[src/design/socket_status_defs.vh]
`ifndef SOCKET_STATUS_DEFS_VH
`define SOCKET_STATUS_DEFS_VH

// register word offsets (byte addresses in the memory window)
`define SKT_EVENT_OFS      8'h00
`define SKT_MASK_OFS       8'h04
`define SKT_PRESENT_OFS    8'h08
`define SKT_FORCE_OFS      8'h0C

// event and mask field positions
`define EV_STATUS_BIT      0
`define EV_DETECT1_BIT     1
`define EV_DETECT2_BIT     2
`define EV_POWER_BIT       3
`define EV_WIDTH           4

// present-state field positions
`define PS_POWERED_BIT     3
`define PS_WIDE_BUS_BIT    5
`define PS_CARD_IRQ_BIT    6
`define PS_UNDETERMINED_BIT 7
`define PS_REMOVED_BIT     8
`define PS_BAD_SUPPLY_BIT  9
`define PS_HIGH_VOLT_BIT   10
`define PS_LOW_VOLT_BIT    11

// supply capability constant in bits 31:28
`define PS_SUPPLY_CAP      4'h3

// reset values
`define EV_RESET           4'h0
`define MASK_RESET         4'h0
`define FLAGS_RESET        1'b0

`endif

[src/design/socket_status_event_regs.v]
// Summary of operation
// [RL1] registers reached through a memory-space window
// [RL2] bus reset clears all event, mask, flags
// [RL3] write one clears event bit
// [RL4] force register write one sets event
// [RL5] after card reset, pending sources set events
// [RL6] event and mask bits 31:4 zero
// [RL7] power-up complete sets event bit 3
// [RL8] detect two change sets event bit 2
// [RL9] status-change assertion latches event bit 0
// [RL10] status interrupt from bit 0, wakeup; there is no wakeup path, bit 0 only feeds o_socket_irq
// [RL11] mask bit 3 gates power event
// [RL12] mask bits 2,1 gate detect events
// [RL13] mask bit 0 gates status change
// [RL14] supply capability bits read 0011
// [RL15] bit 11 flags low-voltage capable card
// [RL16] bit 10 flags high-voltage capable card
// [RL17] bit 9 flags bad supply request
// [RL18] bit 8 flags removal while active
// [RL19] bit 7 flags undetermined card
// [RL20] bit 6 mirrors card interrupt line
// [RL21] bit 5 flags wide-bus card
// [RL22] bits 27:12 reserved read zero
// [RL23] write-only force register at 0Ch
// [RL24] bit 3 shows socket power applied
// [RL25] detect one change sets event bit 1
// [RL26] irq while any masked event set
`timescale 1ns/1ps
`include "socket_status_defs.vh"

module socket_status_event_regs (
  input  wire        i_ref_clk,
  input  wire        i_rst_b,
  // register access port (memory window)
  input  wire        i_reg_sel,
  input  wire        i_reg_wr,
  input  wire [7:0]  i_reg_addr,
  input  wire [31:0] i_reg_wdata,
  output reg  [31:0] o_reg_rdata,
  // socket side pins (asynchronous)
  input  wire        i_card_status_chg,
  input  wire        i_card_detect_one_b,
  input  wire        i_card_detect_two_b,
  input  wire        i_card_irq_b,
  input  wire        i_card_reset_b,
  // internal socket engine indications (same clock)
  input  wire        i_power_cycle_done,
  input  wire        i_socket_powered,
  input  wire        i_socket_active,
  input  wire        i_card_low_volt,
  input  wire        i_card_high_volt,
  input  wire        i_card_wide_bus,
  input  wire        i_card_undetermined,
  input  wire        i_card_id_valid,
  input  wire        i_bad_supply_req,
  output reg         o_socket_irq
);

  //////////////////////////////////////////////////////////////////////////
  // pin synchronisers, one chain per pin: two flops, then a delayed copy
  // for edge detection; the first flop feeds nothing but the second
  localparam PIN_COUNT = 5;
  reg  [4:0] pin_meta_q;
  reg  [4:0] pin_sync_q;
  reg  [4:0] pin_prev_q;
  wire [4:0] pin_raw;
  genvar     pin_i;

  // pins turned active high: reset, irq, detect two, detect one, status
  assign pin_raw = {~i_card_reset_b, ~i_card_irq_b, ~i_card_detect_two_b,
                    ~i_card_detect_one_b, i_card_status_chg};

  generate
    for (pin_i = 0; pin_i < PIN_COUNT; pin_i = pin_i + 1) begin : g_pin
      always @(posedge i_ref_clk) begin
        if (!i_rst_b) begin
          pin_meta_q[pin_i] <= 1'b0;
          pin_sync_q[pin_i] <= 1'b0;
          pin_prev_q[pin_i] <= 1'b0;
        end else begin
          pin_meta_q[pin_i] <= pin_raw[pin_i];
          pin_sync_q[pin_i] <= pin_meta_q[pin_i];
          pin_prev_q[pin_i] <= pin_sync_q[pin_i];
        end
      end
    end
  endgenerate

  wire status_chg_lvl   = pin_sync_q[0];
  wire detect_one_lvl   = pin_sync_q[1];
  wire detect_two_lvl   = pin_sync_q[2];
  wire card_irq_lvl     = pin_sync_q[3];
  wire card_in_reset    = pin_sync_q[4];
  wire card_present     = detect_one_lvl | detect_two_lvl;

  //////////////////////////////////////////////////////////////////////////
  // settle counter: the delayed copy is valid only after three edges, so
  // pin edges are ignored until then; a card already seated at bus reset
  // would otherwise raise false events
  reg  [1:0] settle_q;
  wire       edges_ok = (settle_q == 2'h3);

  always @(posedge i_ref_clk) begin
    if (!i_rst_b) begin
      settle_q <= 2'h0;                                           // [RL2]
    end else if (!edges_ok) begin
      settle_q <= settle_q + 2'h1;
    end
  end

  // pin edges seen by the event and flag logic
  wire status_rise      = edges_ok & status_chg_lvl & ~pin_prev_q[0];
  wire detect_one_edge  = edges_ok & (detect_one_lvl ^ pin_prev_q[1]);
  wire detect_two_edge  = edges_ok & (detect_two_lvl ^ pin_prev_q[2]);
  // a removal shows as detect one going inactive
  wire detect_one_fall  = edges_ok & pin_prev_q[1] & ~detect_one_lvl;

  // card reset release: pending sources raise their events
  wire reset_release    = edges_ok & pin_prev_q[4] & ~card_in_reset; // [RL5]

  //////////////////////////////////////////////////////////////////////////
  // register decode
  wire wr_event   = i_reg_sel & i_reg_wr & (i_reg_addr == `SKT_EVENT_OFS);
  wire wr_mask    = i_reg_sel & i_reg_wr & (i_reg_addr == `SKT_MASK_OFS);
  wire wr_force   = i_reg_sel & i_reg_wr &
                    (i_reg_addr == `SKT_FORCE_OFS);            // [RL23]

  // force fields; undetermined and wide-bus forces are refused while a card is seated,
  // the others always take effect
  wire [3:0] force_event = wr_force ? i_reg_wdata[3:0] : 4'h0;    // [RL4]
  wire force_low_volt    = wr_force & i_reg_wdata[`PS_LOW_VOLT_BIT];
  wire force_high_volt   = wr_force & i_reg_wdata[`PS_HIGH_VOLT_BIT];
  wire force_bad_supply  = wr_force & i_reg_wdata[`PS_BAD_SUPPLY_BIT];
  wire force_removed     = wr_force & i_reg_wdata[`PS_REMOVED_BIT];
  wire force_undet       = wr_force & ~card_present &
                           i_reg_wdata[`PS_UNDETERMINED_BIT];
  wire force_wide_bus    = wr_force & ~card_present &
                           i_reg_wdata[`PS_WIDE_BUS_BIT];

  //////////////////////////////////////////////////////////////////////////
  // event sources
  reg  [3:0] ev_set;

  always @* begin
    ev_set = 4'h0;
    // status change: assertion edge, and its level only at card reset release
    ev_set[`EV_STATUS_BIT]  = status_rise |
                              (reset_release & status_chg_lvl);   // [RL9]
    // detect changes in either direction
    ev_set[`EV_DETECT1_BIT] = detect_one_edge |
                              (reset_release & detect_one_lvl);   // [RL25]
    ev_set[`EV_DETECT2_BIT] = detect_two_edge |
                              (reset_release & detect_two_lvl);   // [RL8]
    // power-up completion pulse from the socket engine
    ev_set[`EV_POWER_BIT]   = i_power_cycle_done;                 // [RL7]
    // force writes set events as well
    ev_set = ev_set | force_event;                                // [RL4]
  end

  //////////////////////////////////////////////////////////////////////////
  // event register: set wins over write-one-to-clear, so an event that
  // lands in the cycle of the clearing write is kept
  localparam [3:0] EV_INIT = `EV_RESET;
  reg  [3:0] event_q;
  wire [3:0] event_clr = wr_event ? i_reg_wdata[3:0] : 4'h0;      // [RL3]
  wire [3:0] event_d   = (event_q & ~event_clr) | ev_set;
  genvar     ev_i;

  // one flop per event bit
  generate
    for (ev_i = 0; ev_i < `EV_WIDTH; ev_i = ev_i + 1) begin : g_event
      always @(posedge i_ref_clk) begin
        if (!i_rst_b) begin
          event_q[ev_i] <= EV_INIT[ev_i];                         // [RL2]
        end else begin
          event_q[ev_i] <= event_d[ev_i];
        end
      end
    end
  endgenerate

  //////////////////////////////////////////////////////////////////////////
  // mask register, upper bits not stored;
  // all enables are off after bus reset
  reg  [3:0] mask_q;

  always @(posedge i_ref_clk) begin
    if (!i_rst_b) begin
      mask_q <= `MASK_RESET;                                      // [RL2]
    end else if (wr_mask) begin
      mask_q <= i_reg_wdata[3:0];                                 // [RL6]
    end
  end

  //////////////////////////////////////////////////////////////////////////
  // present-state flags held in flops
  reg low_volt_card_capable_q;
  reg high_volt_card_capable_q;
  reg bad_supply_request_q;
  reg removed_while_active_q;
  reg undetermined_card_q;
  reg wide_bus_card_present_q;
  reg socket_powered_flag_q;

  // socket power flag follows the socket engine,
  // one cycle late
  always @(posedge i_ref_clk) begin
    if (!i_rst_b) begin
      socket_powered_flag_q <= `FLAGS_RESET;                      // [RL2]
    end else begin
      socket_powered_flag_q <= i_socket_powered;                  // [RL24]
    end
  end

  // card type flags: loaded by identification, cleared once the socket
  // is empty, set by force writes; a force in the same cycle as a clear
  // wins, but while the socket is empty the forced flag is cleared again one cycle later
  always @(posedge i_ref_clk) begin
    if (!i_rst_b) begin
      low_volt_card_capable_q  <= `FLAGS_RESET;                   // [RL2]
      high_volt_card_capable_q <= `FLAGS_RESET;
      undetermined_card_q      <= `FLAGS_RESET;
      wide_bus_card_present_q  <= `FLAGS_RESET;
    end else begin
      if (i_card_id_valid) begin
        low_volt_card_capable_q  <= i_card_low_volt;              // [RL15]
        high_volt_card_capable_q <= i_card_high_volt;             // [RL16]
        wide_bus_card_present_q  <= i_card_wide_bus;              // [RL21]
        undetermined_card_q      <= i_card_undetermined;          // [RL19]
      end else if (!card_present) begin
        low_volt_card_capable_q  <= 1'b0;
        high_volt_card_capable_q <= 1'b0;
        wide_bus_card_present_q  <= 1'b0;
        undetermined_card_q      <= 1'b0;
      end
      if (force_low_volt) begin
        low_volt_card_capable_q <= 1'b1;
      end
      if (force_high_volt) begin
        high_volt_card_capable_q <= 1'b1;
      end
      if (force_undet) begin
        undetermined_card_q <= 1'b1;
      end
      if (force_wide_bus) begin
        wide_bus_card_present_q <= 1'b1;
      end
    end
  end

  // bad supply request: sticky until the next card is identified;
  // a request in the cycle of identification keeps the flag
  always @(posedge i_ref_clk) begin
    if (!i_rst_b) begin
      bad_supply_request_q <= `FLAGS_RESET;                       // [RL2]
    end else if (i_bad_supply_req || force_bad_supply) begin
      bad_supply_request_q <= 1'b1;                               // [RL17]
    end else if (i_card_id_valid) begin
      bad_supply_request_q <= 1'b0;
    end
  end

  // removal while the interface is active: sticky until the next card
  // is identified; removal and identification together keep the flag
  always @(posedge i_ref_clk) begin
    if (!i_rst_b) begin
      removed_while_active_q <= `FLAGS_RESET;                     // [RL2]
    end else if ((i_socket_active && detect_one_fall) || force_removed) begin
      removed_while_active_q <= 1'b1;                             // [RL18]
    end else if (i_card_id_valid) begin
      removed_while_active_q <= 1'b0;
    end
  end

  //////////////////////////////////////////////////////////////////////////
  // present-state word
  reg [31:0] present_word;

  always @* begin
    // reserved and future-voltage bits zero, supply capability fixed
    present_word = 32'h0000_0000;                                 // [RL22]
    present_word[31:28] = `PS_SUPPLY_CAP;                         // [RL14]
    // flags from the flops, interrupt bit live from its pin
    present_word[`PS_LOW_VOLT_BIT]     = low_volt_card_capable_q;
    present_word[`PS_HIGH_VOLT_BIT]    = high_volt_card_capable_q;
    present_word[`PS_BAD_SUPPLY_BIT]   = bad_supply_request_q;
    present_word[`PS_REMOVED_BIT]      = removed_while_active_q;
    present_word[`PS_UNDETERMINED_BIT] = undetermined_card_q;
    present_word[`PS_CARD_IRQ_BIT]     = card_irq_lvl;            // [RL20]
    present_word[`PS_WIDE_BUS_BIT]     = wide_bus_card_present_q;
    present_word[`PS_POWERED_BIT]      = socket_powered_flag_q;
  end

  //////////////////////////////////////////////////////////////////////////
  // read mux, registered; force register reads zero
  // read-back words: bits 31:4 are not stored, so they read zero and
  // writes to them are lost
  wire [31:0] event_word = {28'h0000000, event_q};
  wire [31:0] mask_word  = {28'h0000000, mask_q};
  reg  [31:0] rdata_d;

  always @* begin
    rdata_d = 32'h0000_0000;
    if (i_reg_sel && !i_reg_wr) begin
      // force register and unmapped offsets read zero
      case (i_reg_addr)
        `SKT_EVENT_OFS:   rdata_d = event_word;                   // [RL6]
        `SKT_MASK_OFS:    rdata_d = mask_word;                    // [RL1]
        `SKT_PRESENT_OFS: rdata_d = present_word;
        default:          rdata_d = 32'h0000_0000;
      endcase
    end
  end

  // read data stands for one cycle, zero otherwise
  always @(posedge i_ref_clk) begin
    if (!i_rst_b) begin
      o_reg_rdata <= 32'h0000_0000;
    end else begin
      o_reg_rdata <= rdata_d;
    end
  end

  //////////////////////////////////////////////////////////////////////////
  // socket interrupt: any event with its enable
  wire [3:0] ev_irq   = event_d & mask_q;
  wire status_irq     = ev_irq[`EV_STATUS_BIT];                   // [RL13]
  wire detect_one_irq = ev_irq[`EV_DETECT1_BIT];                  // [RL12]
  wire detect_two_irq = ev_irq[`EV_DETECT2_BIT];                  // [RL12]
  wire power_irq      = ev_irq[`EV_POWER_BIT];                    // [RL11]
  wire irq_d = status_irq | detect_one_irq | detect_two_irq |
               power_irq;                                         // [RL26]

  // request registered so the pin comes straight from a flop
  always @(posedge i_ref_clk) begin
    if (!i_rst_b) begin
      o_socket_irq <= 1'b0;
    end else begin
      o_socket_irq <= irq_d;                        // [RL10] [RL11] [RL12] [RL13]
    end
  end

endmodule // socket_status_event_regs

[config.mk]
export PLATFORM = sky130hd
export DESIGN_NAME = socket_status_event_regs
export DESIGN_NICKNAME = d
export VERILOG_FILES = /design/src/design/socket_status_event_regs.v
export VERILOG_INCLUDE_DIRS = /design/src /design/src/design
export SDC_FILE = /design/constraint.sdc
export NUM_CORES = 1
export LEC_CHECK = 0
export BUFFER_PORTS_ARGS = -buffer_cell sky130_fd_sc_hd__buf_2
export CELL_PAD_IN_SITES_DETAIL_PLACEMENT = 1
export CELL_PAD_IN_SITES_GLOBAL_PLACEMENT = 1
export CORE_MARGIN = 8
export CORE_UTILIZATION = 35
export CTS_CLUSTER_SIZE = 28
export DETAILED_ROUTE_END_ITERATION = 12
export GPL_TIMING_DRIVEN = 0
export PLACE_DENSITY_LB_ADDON = 0.1
export REMOVE_ABC_BUFFERS = 1
export SETUP_SLACK_MARGIN = 0.2
export SLEW_MARGIN = 20
export SYNTH_ARGS = -nofsm -noshare
export SYNTH_HDL_FRONTEND = slang
export SYNTH_SLANG_ARGS = --single-unit
[constraint.sdc]
create_clock -name i_ref_clk -period 5 [get_ports i_ref_clk]
set_clock_uncertainty 0.2 [all_clocks]
set_input_delay 0.75 -clock i_ref_clk [delete_from_list [all_inputs] [get_ports i_ref_clk]]
set_output_delay 0.75 -clock i_ref_clk [all_outputs]
set_load 0.02 [all_outputs]
Yosys cells after proc, flatten, opt, wreduce, memory -nomap -nowiden
Cells that the tools add are included.
Storage, ports and cells
  output and inout port bits: 33
  ROM bits: 0
  bits in latches: 0
  bits in writable memories: 0
  register bits after elaboration: 64
  memories kept: 0
Cells by class
  multiplexer cells: 15
  add/sub/neg operators: 1
  equality and inequality tests: 8
  reductions and logical operators: 9
  $lt $le $gt $ge: 0
  multiply operators: 0
  div/mod/pow operators: 0
  shifts and indexed selects: 0
  bitwise operators: 44
Operator list (count)
  $pmux W30 S3: 1
  $and A1 B1 Y1: 22
  $eq A8 B4 Y1 const B: 2
  $mux W1: 12
  $ne A3 B2 Y1 const B: 4
  $and A4 B4 Y4: 2
  $eq A8 B3 Y1 const B: 1
  $logic_not A8 Y1: 1
  $mux W4: 2
  $not A1 Y1: 8
  $or A4 B4 Y4: 2
  $or A1 B1 Y1: 7
  $not A4 Y4: 1
  $reduce_bool A2 Y1: 2
  $add A2 B1 Y2 const B: 1
  $eq A2 B2 Y1 const B: 1
  $logic_and A1 B1 Y1: 2
  $logic_or A1 B1 Y1: 2
  $reduce_and A2 Y1: 1
  $xor A1 B1 Y1: 2
  $logic_not A1 Y1: 1

Depth between registers and ports, before layout
Gate-level depths: netlist of run 1.
  depth in word-level cells: 11
  depth in mapped cells: 6

Worst setup path after synthesis of run 1
OpenSTA, ideal clock, no wires.
  path kind: in2reg
  start: input port i_reg_addr[1]
  end: register mask_q[3]
  path buffers: 2
  data required time: 4.672 ns
  arrival: 2.176 ns
  stages: 6
  slack: 2.497 ns
  cells stage by stage: or4_4 > buf_6 > or4_4 > buf_6 > mux2i_1 > nor2_1
On the way
  word-level cells in the longest chain between the ends: 2
RTL lines
  start, declared: RTL line socket_status_event_regs.v:37  | input wire [7:0] i_reg_addr,
  $eq A8 B3 Y1
  $and A1 B1 Y1: RTL line socket_status_event_regs.v:124  | wire wr_mask = i_reg_sel & i_reg_wr & (i_reg_addr == `SKT_MASK_OFS);
  end signal, assigned: RTL line socket_status_event_regs.v:189  | mask_q <= `MASK_RESET;
  end signal, assigned: RTL line socket_status_event_regs.v:191  | mask_q <= i_reg_wdata[3:0];
  end, declared: RTL line socket_status_event_regs.v:185  | reg [3:0] mask_q;
No other way between the ends.
A chain may end at the register's enable or synchronous reset.

Worst setup path after layout of run 1
  start: input port i_reg_addr[1]
  end: register undetermined_card_q
On the way
  word-level cells in the longest chain between the ends: 5
RTL lines
  $eq A8 B4 Y1 (no line) *
  $and A1 B1 Y1 *: RTL line socket_status_event_regs.v:125  | wire wr_force = i_reg_sel & i_reg_wr &
  $and A1 B1 Y1 * (2 in a row): RTL line socket_status_event_regs.v:135  | wire force_undet = wr_force & ~card_present &
  $ne A3 B2 Y1 (no line) or $mux W1 (tied branches)
  end signal, assigned: RTL line socket_status_event_regs.v:222  | undetermined_card_q <= `FLAGS_RESET;
  end signal, assigned: RTL line socket_status_event_regs.v:229  | undetermined_card_q <= i_card_undetermined;
  end, declared: RTL line socket_status_event_regs.v:201  | reg undetermined_card_q;
Every way passes the cells marked *; elsewhere a longest branch is shown, timed or not.

==> results of run 1 <==
==> cell usage in the layout (no fill, tap or decap), types with 2 or more instances in the layout <==
cell,synthesis,final
or4bb_1,2,2
a31oi_1,5,5
buf_2,0,49
ha_1,2,2
or4_4,2,2
inv_1,6,6
o31ai_1,4,4
clkbuf_8,1,7
nand4b_1,2,2
nor2_1,19,19
nand2_1,7,7
nand3_1,6,6
o21ai_0,10,10
dfxtp_1,44,44
and2_1,18,18
o31a_1,2,2
conb_1,1,19
a21oi_1,4,4
a41oi_1,4,4
mux2i_1,9,9
nor3_1,9,9
==> registers in the layout, indices dropped and copies added, names as in the netlist <==
register,flops
card_irq_lvl,1
detect_one_lvl,1
low_volt_card_capable_q,1
card_in_reset,1
high_volt_card_capable_q,1
mask_q,4
socket_powered_flag_q,1
wide_bus_card_present_q,1
settle_q,2
undetermined_card_q,1
o_reg_rdata,12
event_q,4
pin_meta_q,5
pin_prev_q,4
bad_supply_request_q,1
removed_while_active_q,1
o_socket_irq,1
detect_two_lvl,1
status_chg_lvl,1
==> cell families (layout without fill, tap and decap cells) <==
group                    Yosys count  count (layout)  share of synthesized area (%)
other                              1              19                          0.203
multiplexers                       9               9                           4.87
buffers and inverters             34              64                           12.5
flip-flops                        44              44                           47.6
adder cells (fa/ha/maj)            2               2                           1.35
AO/OA/AOI/OAI                     31              31                           10.9
AND/OR/NAND/NOR                   71              71                           22.1
XOR/XNOR                           1               1                          0.473
==> cells in the mapped netlist, drive strengths merged <==
| cell | count | share of area (%) |
|---|---|---|
| nor2 | 19 | 3.9 |
| inv | 6 | 1.2 |
| mux2i | 9 | 4.9 |
| o31ai | 4 | 1.6 |
| dfxtp | 44 | 48 |
| nor3 | 9 | 2.4 |
| nand3 | 6 | 1.6 |
| or4bb | 2 | 1.2 |
| clkbuf | 4 | 1.4 |
| or3 | 1 | 0.61 |
| nand2b | 1 | 0.34 |
| a221oi | 1 | 0.47 |
| conb | 1 | 0.20 |
| a21oi | 4 | 1.1 |
| nand2 | 7 | 1.4 |
| o31a | 2 | 0.95 |
| xor2 | 1 | 0.47 |
| ha | 2 | 1.4 |
| a41oi | 4 | 1.9 |
| a31oi | 5 | 1.7 |
| clkinv | 1 | 0.20 |
| nor3b | 1 | 1.0 |
| o21ai | 10 | 2.7 |
| and2 | 18 | 6.1 |
| nand4b | 2 | 0.95 |
| o221ai | 1 | 0.47 |
| or4 | 2 | 1.2 |
| buf | 23 | 9.7 |
| nor4bb | 1 | 0.54 |
| nor4 | 1 | 0.34 |
| and4 | 1 | 0.47 |
==> worst max-delay path by stage <==
| stage | to | slack (ps) | depth (start not counted) |
|---|---|---|---|
| 2_1_floorplan | mask_q[0] | 2640 | 4 |
| 3_3_place_gp | o_reg_rdata[6] | 2280 | 5 |
| 3_5_place_dp | o_reg_rdata[6] | 2290 | 5 |
| 4_1_cts | o_reg_rdata[6] | 2590 | 5 |
| 5_1_grt | undetermined_card_q | 2530 | 5 |
| 6_report | undetermined_card_q | 2610 | 5 |
==> report_power, final <==
group | total (W) | internal (W) | switching [W]
clock network | 0.000292 | 0.000176 | 0.000115
logic | 0.0000659 | 0.0000249 | 0.0000411
registers | 0.000370 | 0.000363 | 0.00000716
==> per-layer routing <==
layer | GRT usage (%) | vias to the layer above | wire length, um
met1 | 12.7 | 697 | 1930
met2 | 20.0 | 39 | 2130
met5 | 0 | - | 0
li1 | - | 723 | -
met4 | 2.76 | 0 | 10
met3 | 4.27 | 2 | 333
==> through the flow <==
step,total power (W),cells,worst slack (ps)
global placement,0.000443,303,2280
detailed placement,0.000444,303,2290
global route,0.000765,311,2530
finish,0.000727,311,2610
CTS,0.000742,311,2590
floorplan,0.000415,184,2640
==> final cells by class <==
class	count	area, sq um	share of cell area (%)
flip-flops and latches	44	881	40.6
inverters	7	26.3	1.21
well taps	70	87.6	4.03
clock inverters	1	30.0	1.38
multi-input cells	133	806	37.1
clock buffers	7	96.3	4.44
repair buffers	49	245	11.3
==> results.py, run 1 <==
metrics = {
    "global_routing": {
        "grt_overflow": 0,
        "grt_pass1_wl_um": 7020,
        "grt_pass1_vias": 1548,
        "grt_start_max_net_pins": 20,
        "antenna_found_initial": 0,
        "grt_usage_pct": 11.5,
    },
    "setup_path": {
        "critPathSlowestCell": "nor4_1",
        "timing.rr.end": "o_socket_irq",
        "rr_worst_depth": 5,
        "regToRegStartpoint": "settle_q[0]",
        "critical_path_class": "input port to flop",
        "cp-end-kind": "flop",
        "max_stage_delay_ps": 750,
        "cp.arrival_ps": 2380,
        "rrSetupSlack_ps": 3360,
        "start_kind": "input port",
        "critPathLaunch": "i_reg_addr[1]",
        "crit_path_cell_trace": "buf_2, nor4_1, and4_1, nand3_1, a21oi_1",
        "critPathTopFamily": "simple AND/OR/NAND/NOR gates",
        "cp.required_ps": 4990,
        "crit_fanout": 6,
        "worstPathBufferInverterCount": 1,
    },
    "min_path": {
        "min_to": "status_chg_lvl",
        "whs_path_depth": 1,
        "hp-start": "pin_meta_q[0]",
        "min_path_type": "flop to flop",
    },
    "timing": {
        "period_share_pct": 47.8,
        "final_max_slew_viol_count": 0,
        "slew_headroom_pct": 41.7,
        "final.min_clock_period_ps": 2390,
        "tightest_slew_ps": 863,
        "rsz0062_at_grt": "no",
        "fin_setup_tns_ps": 0,
        "hold_slack_ps": 228,
        "setup_viol_count_final": 0,
        "max_freq_ghz": 0.419,
        "final-hold-violation-count": 0,
    },
    "cts": {
        "cts_setup_buffers": 0,
        "cts_sinks": 44,
        "clk_path_buf_depth": 2,
        "cts_root_buf": "clkbuf_8",
        "clock_latency_ps": 290,
        "htreeDepth": 2,
        "ctsHoldBuffers": 0,
        "post_cts_resize_count": 0,
        "cts_buffers": 5,
        "clk_pin_slew_ps": 80,
        "cts_tree": "done",
    },
    "die": {
        "pin_count": 91,
        "die_area_sq_mm": 0.00787,
        "dieHeight_um": 88.7,
        "rows": 26,
        "coreArea_sq_mm": 0.00511,
        "start_util_pct": 36.2,
        "die_x_um": 88.7,
    },
    "cells_and_area": {
        "area_growth_pct": 17.4,
        "antenna_cells": 0,
        "post-route-util_pct": 42.5,
        "nets": 300,
        "design_area_sq_mm": 0.00217,
        "fill_cells": 636,
        "layout-drive-gt1-share_pct": 25.3,
    },
    "detailed_routing": {
        "firstDrtPassIters": 4,
        "avgRoutedWirePerCell_um": 14.1,
        "vias": 1461,
        "drt_iter0_drc": 56,
        "drt.antenna.violating_nets": 0,
        "drc": 0,
        "routed_wirelength_um": 4400,
        "viasPerCell": 4.70,
    },
    "synthesis": {
        "yosysSeqAreaShare_pct": 47.6,
        "synthCells": 193,
        "yosysWarnings": 0,
        "synth_cell_type_count": 33,
        "synthesis.area_sq_mm": 0.00185,
        "avgSynthCellArea_sq_um": 9.59,
        "yosys_register_bits": 44,
    },
    "power_and_ir_drop": {
        "cellLeakagePower_nw": 1.00,
        "p_per_area_mw_per_mm2": 335,
        "ir_drop_mv": 0.191,
    },
    "place": {
        "portBuffers": 49,
        "dp_hpwl_um": 3330,
        "place_area_sq_mm": 0.00205,
        "gp_congestion": 0.728,
    },
    "run": {
        "drv_cap": 0,
    },
    "run_status": {
        "status": "finished clean",
    },
}
(Power assumes the default switching activity.)
==> run 2: changes to the inputs <==
CORE_UTILIZATION = 29   (was 35)
clock period = 2.1 ns   (was 5 ns; I/O delays follow)
==> run 2 against run 1 <==
Register-to-register slack lost 2900 ps; clock power grew 67%; hold slack lost 200 ps; global-route usage shrank 1.3 points; sequential power grew 140%; combinational power grew to 2.5 times the previous value; routed wire length grew 2.8%; sequential cell count is the same; total power grew 110%; critical path depth is the same.
==> results.py, run 2 (synthesis gave the netlist of run 1 again) <==
metrics = {
    "detailed_routing": {
        "firstDrtPassIters": 4,
        "viasPerCell": 4.43,
        "avgRoutedWirePerCell_um": 13.8,
        "vias": 1453,
        "routed_wirelength_um": 4520,
        "drt.antenna.violating_nets": 0,
        "drt_iter0_drc": 51,
        "drc": 0,
    },
    "cells_and_area": {
        "seq_area_sq_um": 881,
        "layout_commonest_cell": "buf_2",
        "reg_top3": "o_reg_rdata (12), pin_meta_q (5)",
        "regMostFlops": "o_reg_rdata",
        "nets": 311,
        "fill_cells": 761,
        "multi_input_area_sq_um": 818,
        "largest_reg_flops": 12,
        "final_cell_mix": "48 x buf_2, 44 x dfxtp_1, 19 x nor2_1, 19 x conb_1, 18 x and2_1",
        "area_growth_pct": 21.4,
        "antenna_cells": 0,
        "layout-drive-gt1-share_pct": 27.1,
    },
    "setup_path": {
        "rr_worst_depth": 5,
        "crit_path_cell_trace": "buf_2, or4bb_1, or4_4, mux2i_1, nor2_1",
        "cp.required_ps": 2060,
        "cp-end-kind": "flop",
        "start_kind": "input port",
        "timing.rr.end": "o_socket_irq",
        "max_stage_delay_ps": 610,
        "cp.arrival_ps": 1790,
        "regToRegStartpoint": "settle_q[0]",
        "critical_path_class": "input port to flop",
        "critPathSlowestCell": "or4bb_1",
        "rrSetupSlack_ps": 440,
        "crit_fanout": 5,
    },
    "die": {
        "rows": 29,
        "pin_count": 91,
        "die_x_um": 95.9,
        "dieHeight_um": 95.9,
        "start_util_pct": 29.5,
        "die_area_sq_mm": 0.00919,
        "coreArea_sq_mm": 0.00628,
    },
    "cts": {
        "clk_pin_slew_ps": 80,
        "clock_latency_ps": 280,
        "cts_root_buf": "clkbuf_8",
        "cts_tree": "done",
        "clk_path_buf_depth": 2,
        "htreeDepth": 2,
        "cts_buffers": 5,
        "cts_sinks": 44,
    },
    "min_path": {
        "whs_path_depth": 2,
        "hp-start": "i_socket_powered",
        "min_path_type": "input port to flop",
        "min_to": "socket_powered_flag_q",
    },
    "global_routing": {
        "antenna_found_initial": 0,
        "grt_usage_pct": 10.1,
        "grt_overflow": 0,
        "grt_pass1_vias": 1481,
        "grt_start_max_net_pins": 20,
        "grt_pass1_wl_um": 7110,
    },
    "power_and_ir_drop": {
        "ir_drop_mv": 0.297,
        "p_per_area_mw_per_mm2": 684,
        "cellLeakagePower_nw": 1.03,
    },
    "run": {
        "drv_cap": 0,
    },
    "timing": {
        "period_share_pct": 87.2,
        "final.min_clock_period_ps": 1830,
        "hold_slack_ps": 29.4,
        "rsz0062_at_grt": "no",
        "tightest_slew_ps": 597,
        "slew_headroom_pct": 59.6,
        "final_max_slew_viol_count": 0,
        "fin_setup_tns_ps": 0,
        "max_freq_ghz": 0.546,
        "setup_viol_count_final": 0,
        "final-hold-violation-count": 0,
    },
    "place": {
        "portBuffers": 49,
        "dp_hpwl_um": 3340,
        "gp_congestion": 0.681,
    },
    "run_status": {
        "status": "finished clean",
    },
}
## run 2: changes by cell type in the layout (fill, tap and decap cells not counted), sizes merged
cell         previous run  this run
clkbuf                  7         6
bufinv                  1         0
dlygate4sd3             0         4
buf                    49        56
clkinv                  1         2
## run 2: worst max path at each step
stage                       start             end  slack, ps
floorplan           i_reg_addr[1]       mask_q[0]        170
global placement          i_rst_b  o_reg_rdata[6]       -200
detailed placement        i_rst_b  o_reg_rdata[6]       -200
CTS                 i_reg_addr[1]  o_reg_rdata[6]        190
global route        i_reg_addr[7]       mask_q[0]        200
finish              i_reg_addr[7]       mask_q[1]        270
## run 2: power breakdown
| part | switching (W) | total, W | internal [W] |
|---|---|---|---|
| Sequential | 0.0000173 | 0.000881 | 0.000863 |
| Clock | 0.000261 | 0.000487 | 0.000226 |
| Combinational | 0.000100 | 0.000168 | 0.0000680 |
## run 2: repair_timing
| action | CTS | global route |
|---|---|---|
| buffers inserted | 2 | 5 |
| gates cloned | 0 | 0 |
| endpoints found under the setup margin | 10 | 7 |
| resized for setup | 3 | 2 |
| hold endpoints to repair | 4 | 0 |
| pin swaps | 1 | 3 |
| hold buffers | 4 | 0 |
## run 2: metal layers
layer / GRT usage (%) / routed length (um)
met5: 0 / 0
met3: 3.59 / 336
met2: 16.0 / 2190
met4: 4.61 / 59
met1: 12.1 / 1930
## run 2: layout make-up
class                      count  area share [%]
timing repair buffer          60            15.5
sequential                    44            39.2
inverter                       7            1.17
clock buffer                   6            3.23
multi-input combinational    133            36.4
clock inverter                 1           0.223
tap                           77            4.29
## run 2: metrics by stage
step / utilization [%] / cells / setup slack [ps] / power, W / cell area (sq um)
final: 35.8 / 328 / 269 / 0.00154 / 2250
after global routing: 35.8 / 328 / 203 / 0.00163 / 2250
after CTS: 35.1 / 323 / 187 / 0.00158 / 2200
after detailed placement: 32.7 / 310 / -196 / 0.00106 / 2050
after global placement: 32.7 / 310 / -203 / 0.00106 / 2050
after floorplan: - / 184 / 173 / 0.000989 / 1710
## run 2: critical path, delay by kind of cell
| kind | cells | cell delay [ps] |
|---|---|---|
| AND/OR/NAND/NOR | 3 | 1180 |
| multiplexers | 1 | 170 |
| buffers and inverters | 1 | 110 |
==> run 3: changes to the inputs <==
CORE_UTILIZATION = 32   (was 29)
clock period = 1.7 ns   (was 2.1 ns; I/O delays follow)
==> run 3 against run 2 <==
Global-route usage up 1.4 points; final area grew 6.6%; core utilization grew 7.4 points; die area shrank 7.8%; the run now ends with negative setup slack left; total power is 30% higher; register-to-register slack got worse by 330 ps.
==> results.py, run 3 (synthesis gave the netlist of run 1 again) <==
metrics = {
    "setup_path": {
        "max_stage_delay_ps": 570,
        "crit_fanout": 4,
        "critical_path_class": "input port to flop",
        "cp_common_cell": "or4_4",
        "cp-end-kind": "flop",
        "start_kind": "input port",
        "regToRegStartpoint": "settle_q[0]",
        "critPathSlowestCell": "or4_4",
        "rr_worst_depth": 5,
        "cp.arrival_ps": 1730,
        "timing.rr.end": "o_socket_irq",
        "rrSetupSlack_ps": 110,
        "cp.required_ps": 1680,
        "crit_path_cell_trace": "buf_6, or4_4, or4_4, mux2i_1, nor2_1",
    },
    "power_and_ir_drop": {
        "cellLeakagePower_nw": 1.11,
        "p_per_area_mw_per_mm2": 831,
        "ir_drop_mv": 0.399,
    },
    "detailed_routing": {
        "drt_iter0_drc": 22,
        "drc": 0,
        "avgRoutedWirePerCell_um": 14.6,
        "vias": 1520,
        "viasPerCell": 4.62,
        "firstDrtPassIters": 3,
        "drt.antenna.violating_nets": 0,
        "routed_wirelength_um": 4790,
    },
    "place": {
        "dpl.cell_count": 305,
        "gp_congestion": 0.777,
        "dp_hpwl_um": 3440,
        "portBuffers": 49,
        "dp_slack_ps": -515,
    },
    "timing": {
        "final-hold-violation-count": 0,
        "fin_ws_ps": -53.9,
        "max_freq_ghz": 0.570,
        "period_share_pct": 103,
        "tightest_slew_ps": 625,
        "slew_headroom_pct": 58.1,
        "final.min_clock_period_ps": 1750,
        "final_max_slew_viol_count": 0,
        "setup_viol_count_final": 11,
        "hold_slack_ps": 14.4,
        "rsz0062_at_grt": "yes",
    },
    "cts": {
        "cts_root_buf": "clkbuf_8",
        "cts_tree": "done",
        "clk_pin_slew_ps": 80,
        "clk_path_buf_depth": 2,
        "clock_latency_ps": 290,
        "htreeDepth": 2,
        "cts_buffers": 5,
        "cts_sinks": 44,
    },
    "global_routing": {
        "grt_usage_pct": 11.6,
        "grt_start_max_net_pins": 20,
        "grt_pass1_wl_um": 7780,
        "grt_overflow": 0,
        "antenna_found_initial": 0,
        "grt_pass1_vias": 1620,
    },
    "min_path": {
        "min_to": "wide_bus_card_present_q",
        "whs_path_depth": 3,
        "hp-start": "i_reg_wdata[5]",
        "min_path_type": "input port to flop",
    },
    "run": {
        "drv_cap": 0,
    },
    "run_status": {
        "violations": "negative setup slack",
        "status": "finished with violations",
    },
    "die": {
        "rows": 27,
        "start_util_pct": 33.4,
        "die_x_um": 92.0,
        "die_area_sq_mm": 0.00847,
        "coreArea_sq_mm": 0.00554,
        "dieHeight_um": 92.0,
        "pin_count": 91,
    },
    "cells_and_area": {
        "area_growth_pct": 29.4,
        "final_cell_mix": "46 x buf_2, 44 x dfxtp_1, 19 x conb_1",
        "nets": 316,
        "largest_reg_flops": 12,
        "post-route-util_pct": 43.2,
        "layout-drive-gt1-share_pct": 29.6,
        "fill_cells": 687,
        "layout_commonest_cell": "buf_2",
        "regMostFlops": "o_reg_rdata",
        "reg_top3": "o_reg_rdata (12), pin_meta_q (5)",
        "antenna_cells": 0,
        "layout.cells.non_filler": 329,
        "seq_area_sq_um": 881,
        "multi_input_area_sq_um": 882,
    },
}
==> run 3: cell count changes in the layout (fill, tap and decap cells not counted), sizes merged <==
cell | before | now
clkinv | 2 | 3
buf | 56 | 54
dlygate4sd3 | 4 | 11
==> run 3: worst max-delay path by stage <==
| stage | slack, ps | startpoint | endpoint | depth (start not counted) |
|---|---|---|---|---|
| 5_1_grt | -70 | i_reg_addr[0] | mask_q[2] | 5 |
| 4_1_cts | -80 | i_reg_addr[4] | mask_q[2] | 5 |
| 6_report | -50 | i_reg_addr[0] | mask_q[2] | 5 |
| 3_5_place_dp | -520 | i_rst_b | o_reg_rdata[6] | 5 |
| 2_1_floorplan | -170 | i_reg_addr[1] | mask_q[0] | 4 |
| 3_3_place_gp | -520 | i_rst_b | o_reg_rdata[6] | 5 |
==> run 3: repair_timing <==
action,in CTS,in global routing
hold buffers,10,1
endpoints found under the setup margin,26,25
pin swaps,9,4
hold endpoints to repair,9,1
resized for setup,17,4
buffers inserted,4,1
==> run 3: report_power, final <==
part           switching (W)  internal [W]
logic               0.000133     0.0000994
clock network       0.000347      0.000324
registers          0.0000217       0.00107
==> run 3: cell type report <==
type	count	share of cell area [%]
inverters	7	1.10
flip-flops and latches	44	36.8
well taps	72	3.76
multi-input cells	133	36.8
clock inverters	2	0.418
repair buffers	65	17.7
clock buffers	6	3.45
==> run 3: through the flow <==
stage          TNS [ps]  instance area (sq um)  power (W)
2_1_floorplan     -1850                   1710    0.00122
3_3_place_gp      -9900                   2050    0.00130
3_5_place_dp      -9820                   2050    0.00131
4_1_cts            -396                   2360    0.00201
5_1_grt            -660                   2390    0.00210
6_report           -355                   2390    0.00199
==> run 3: metal layers <==
layer	vias up	GRT usage (%)	routed length, um
li1	755	-	-
met2	40	20.0	2390
met3	9	4.48	338
met4	0	4.97	95
met1	716	12.2	1970
met5	-	0	0
==> run 3: critical path: cells and delay by family <==
family / cells / cell delay, ps
buf+inv: 1 / 90
simple gates: 3 / 1180
mux: 1 / 200
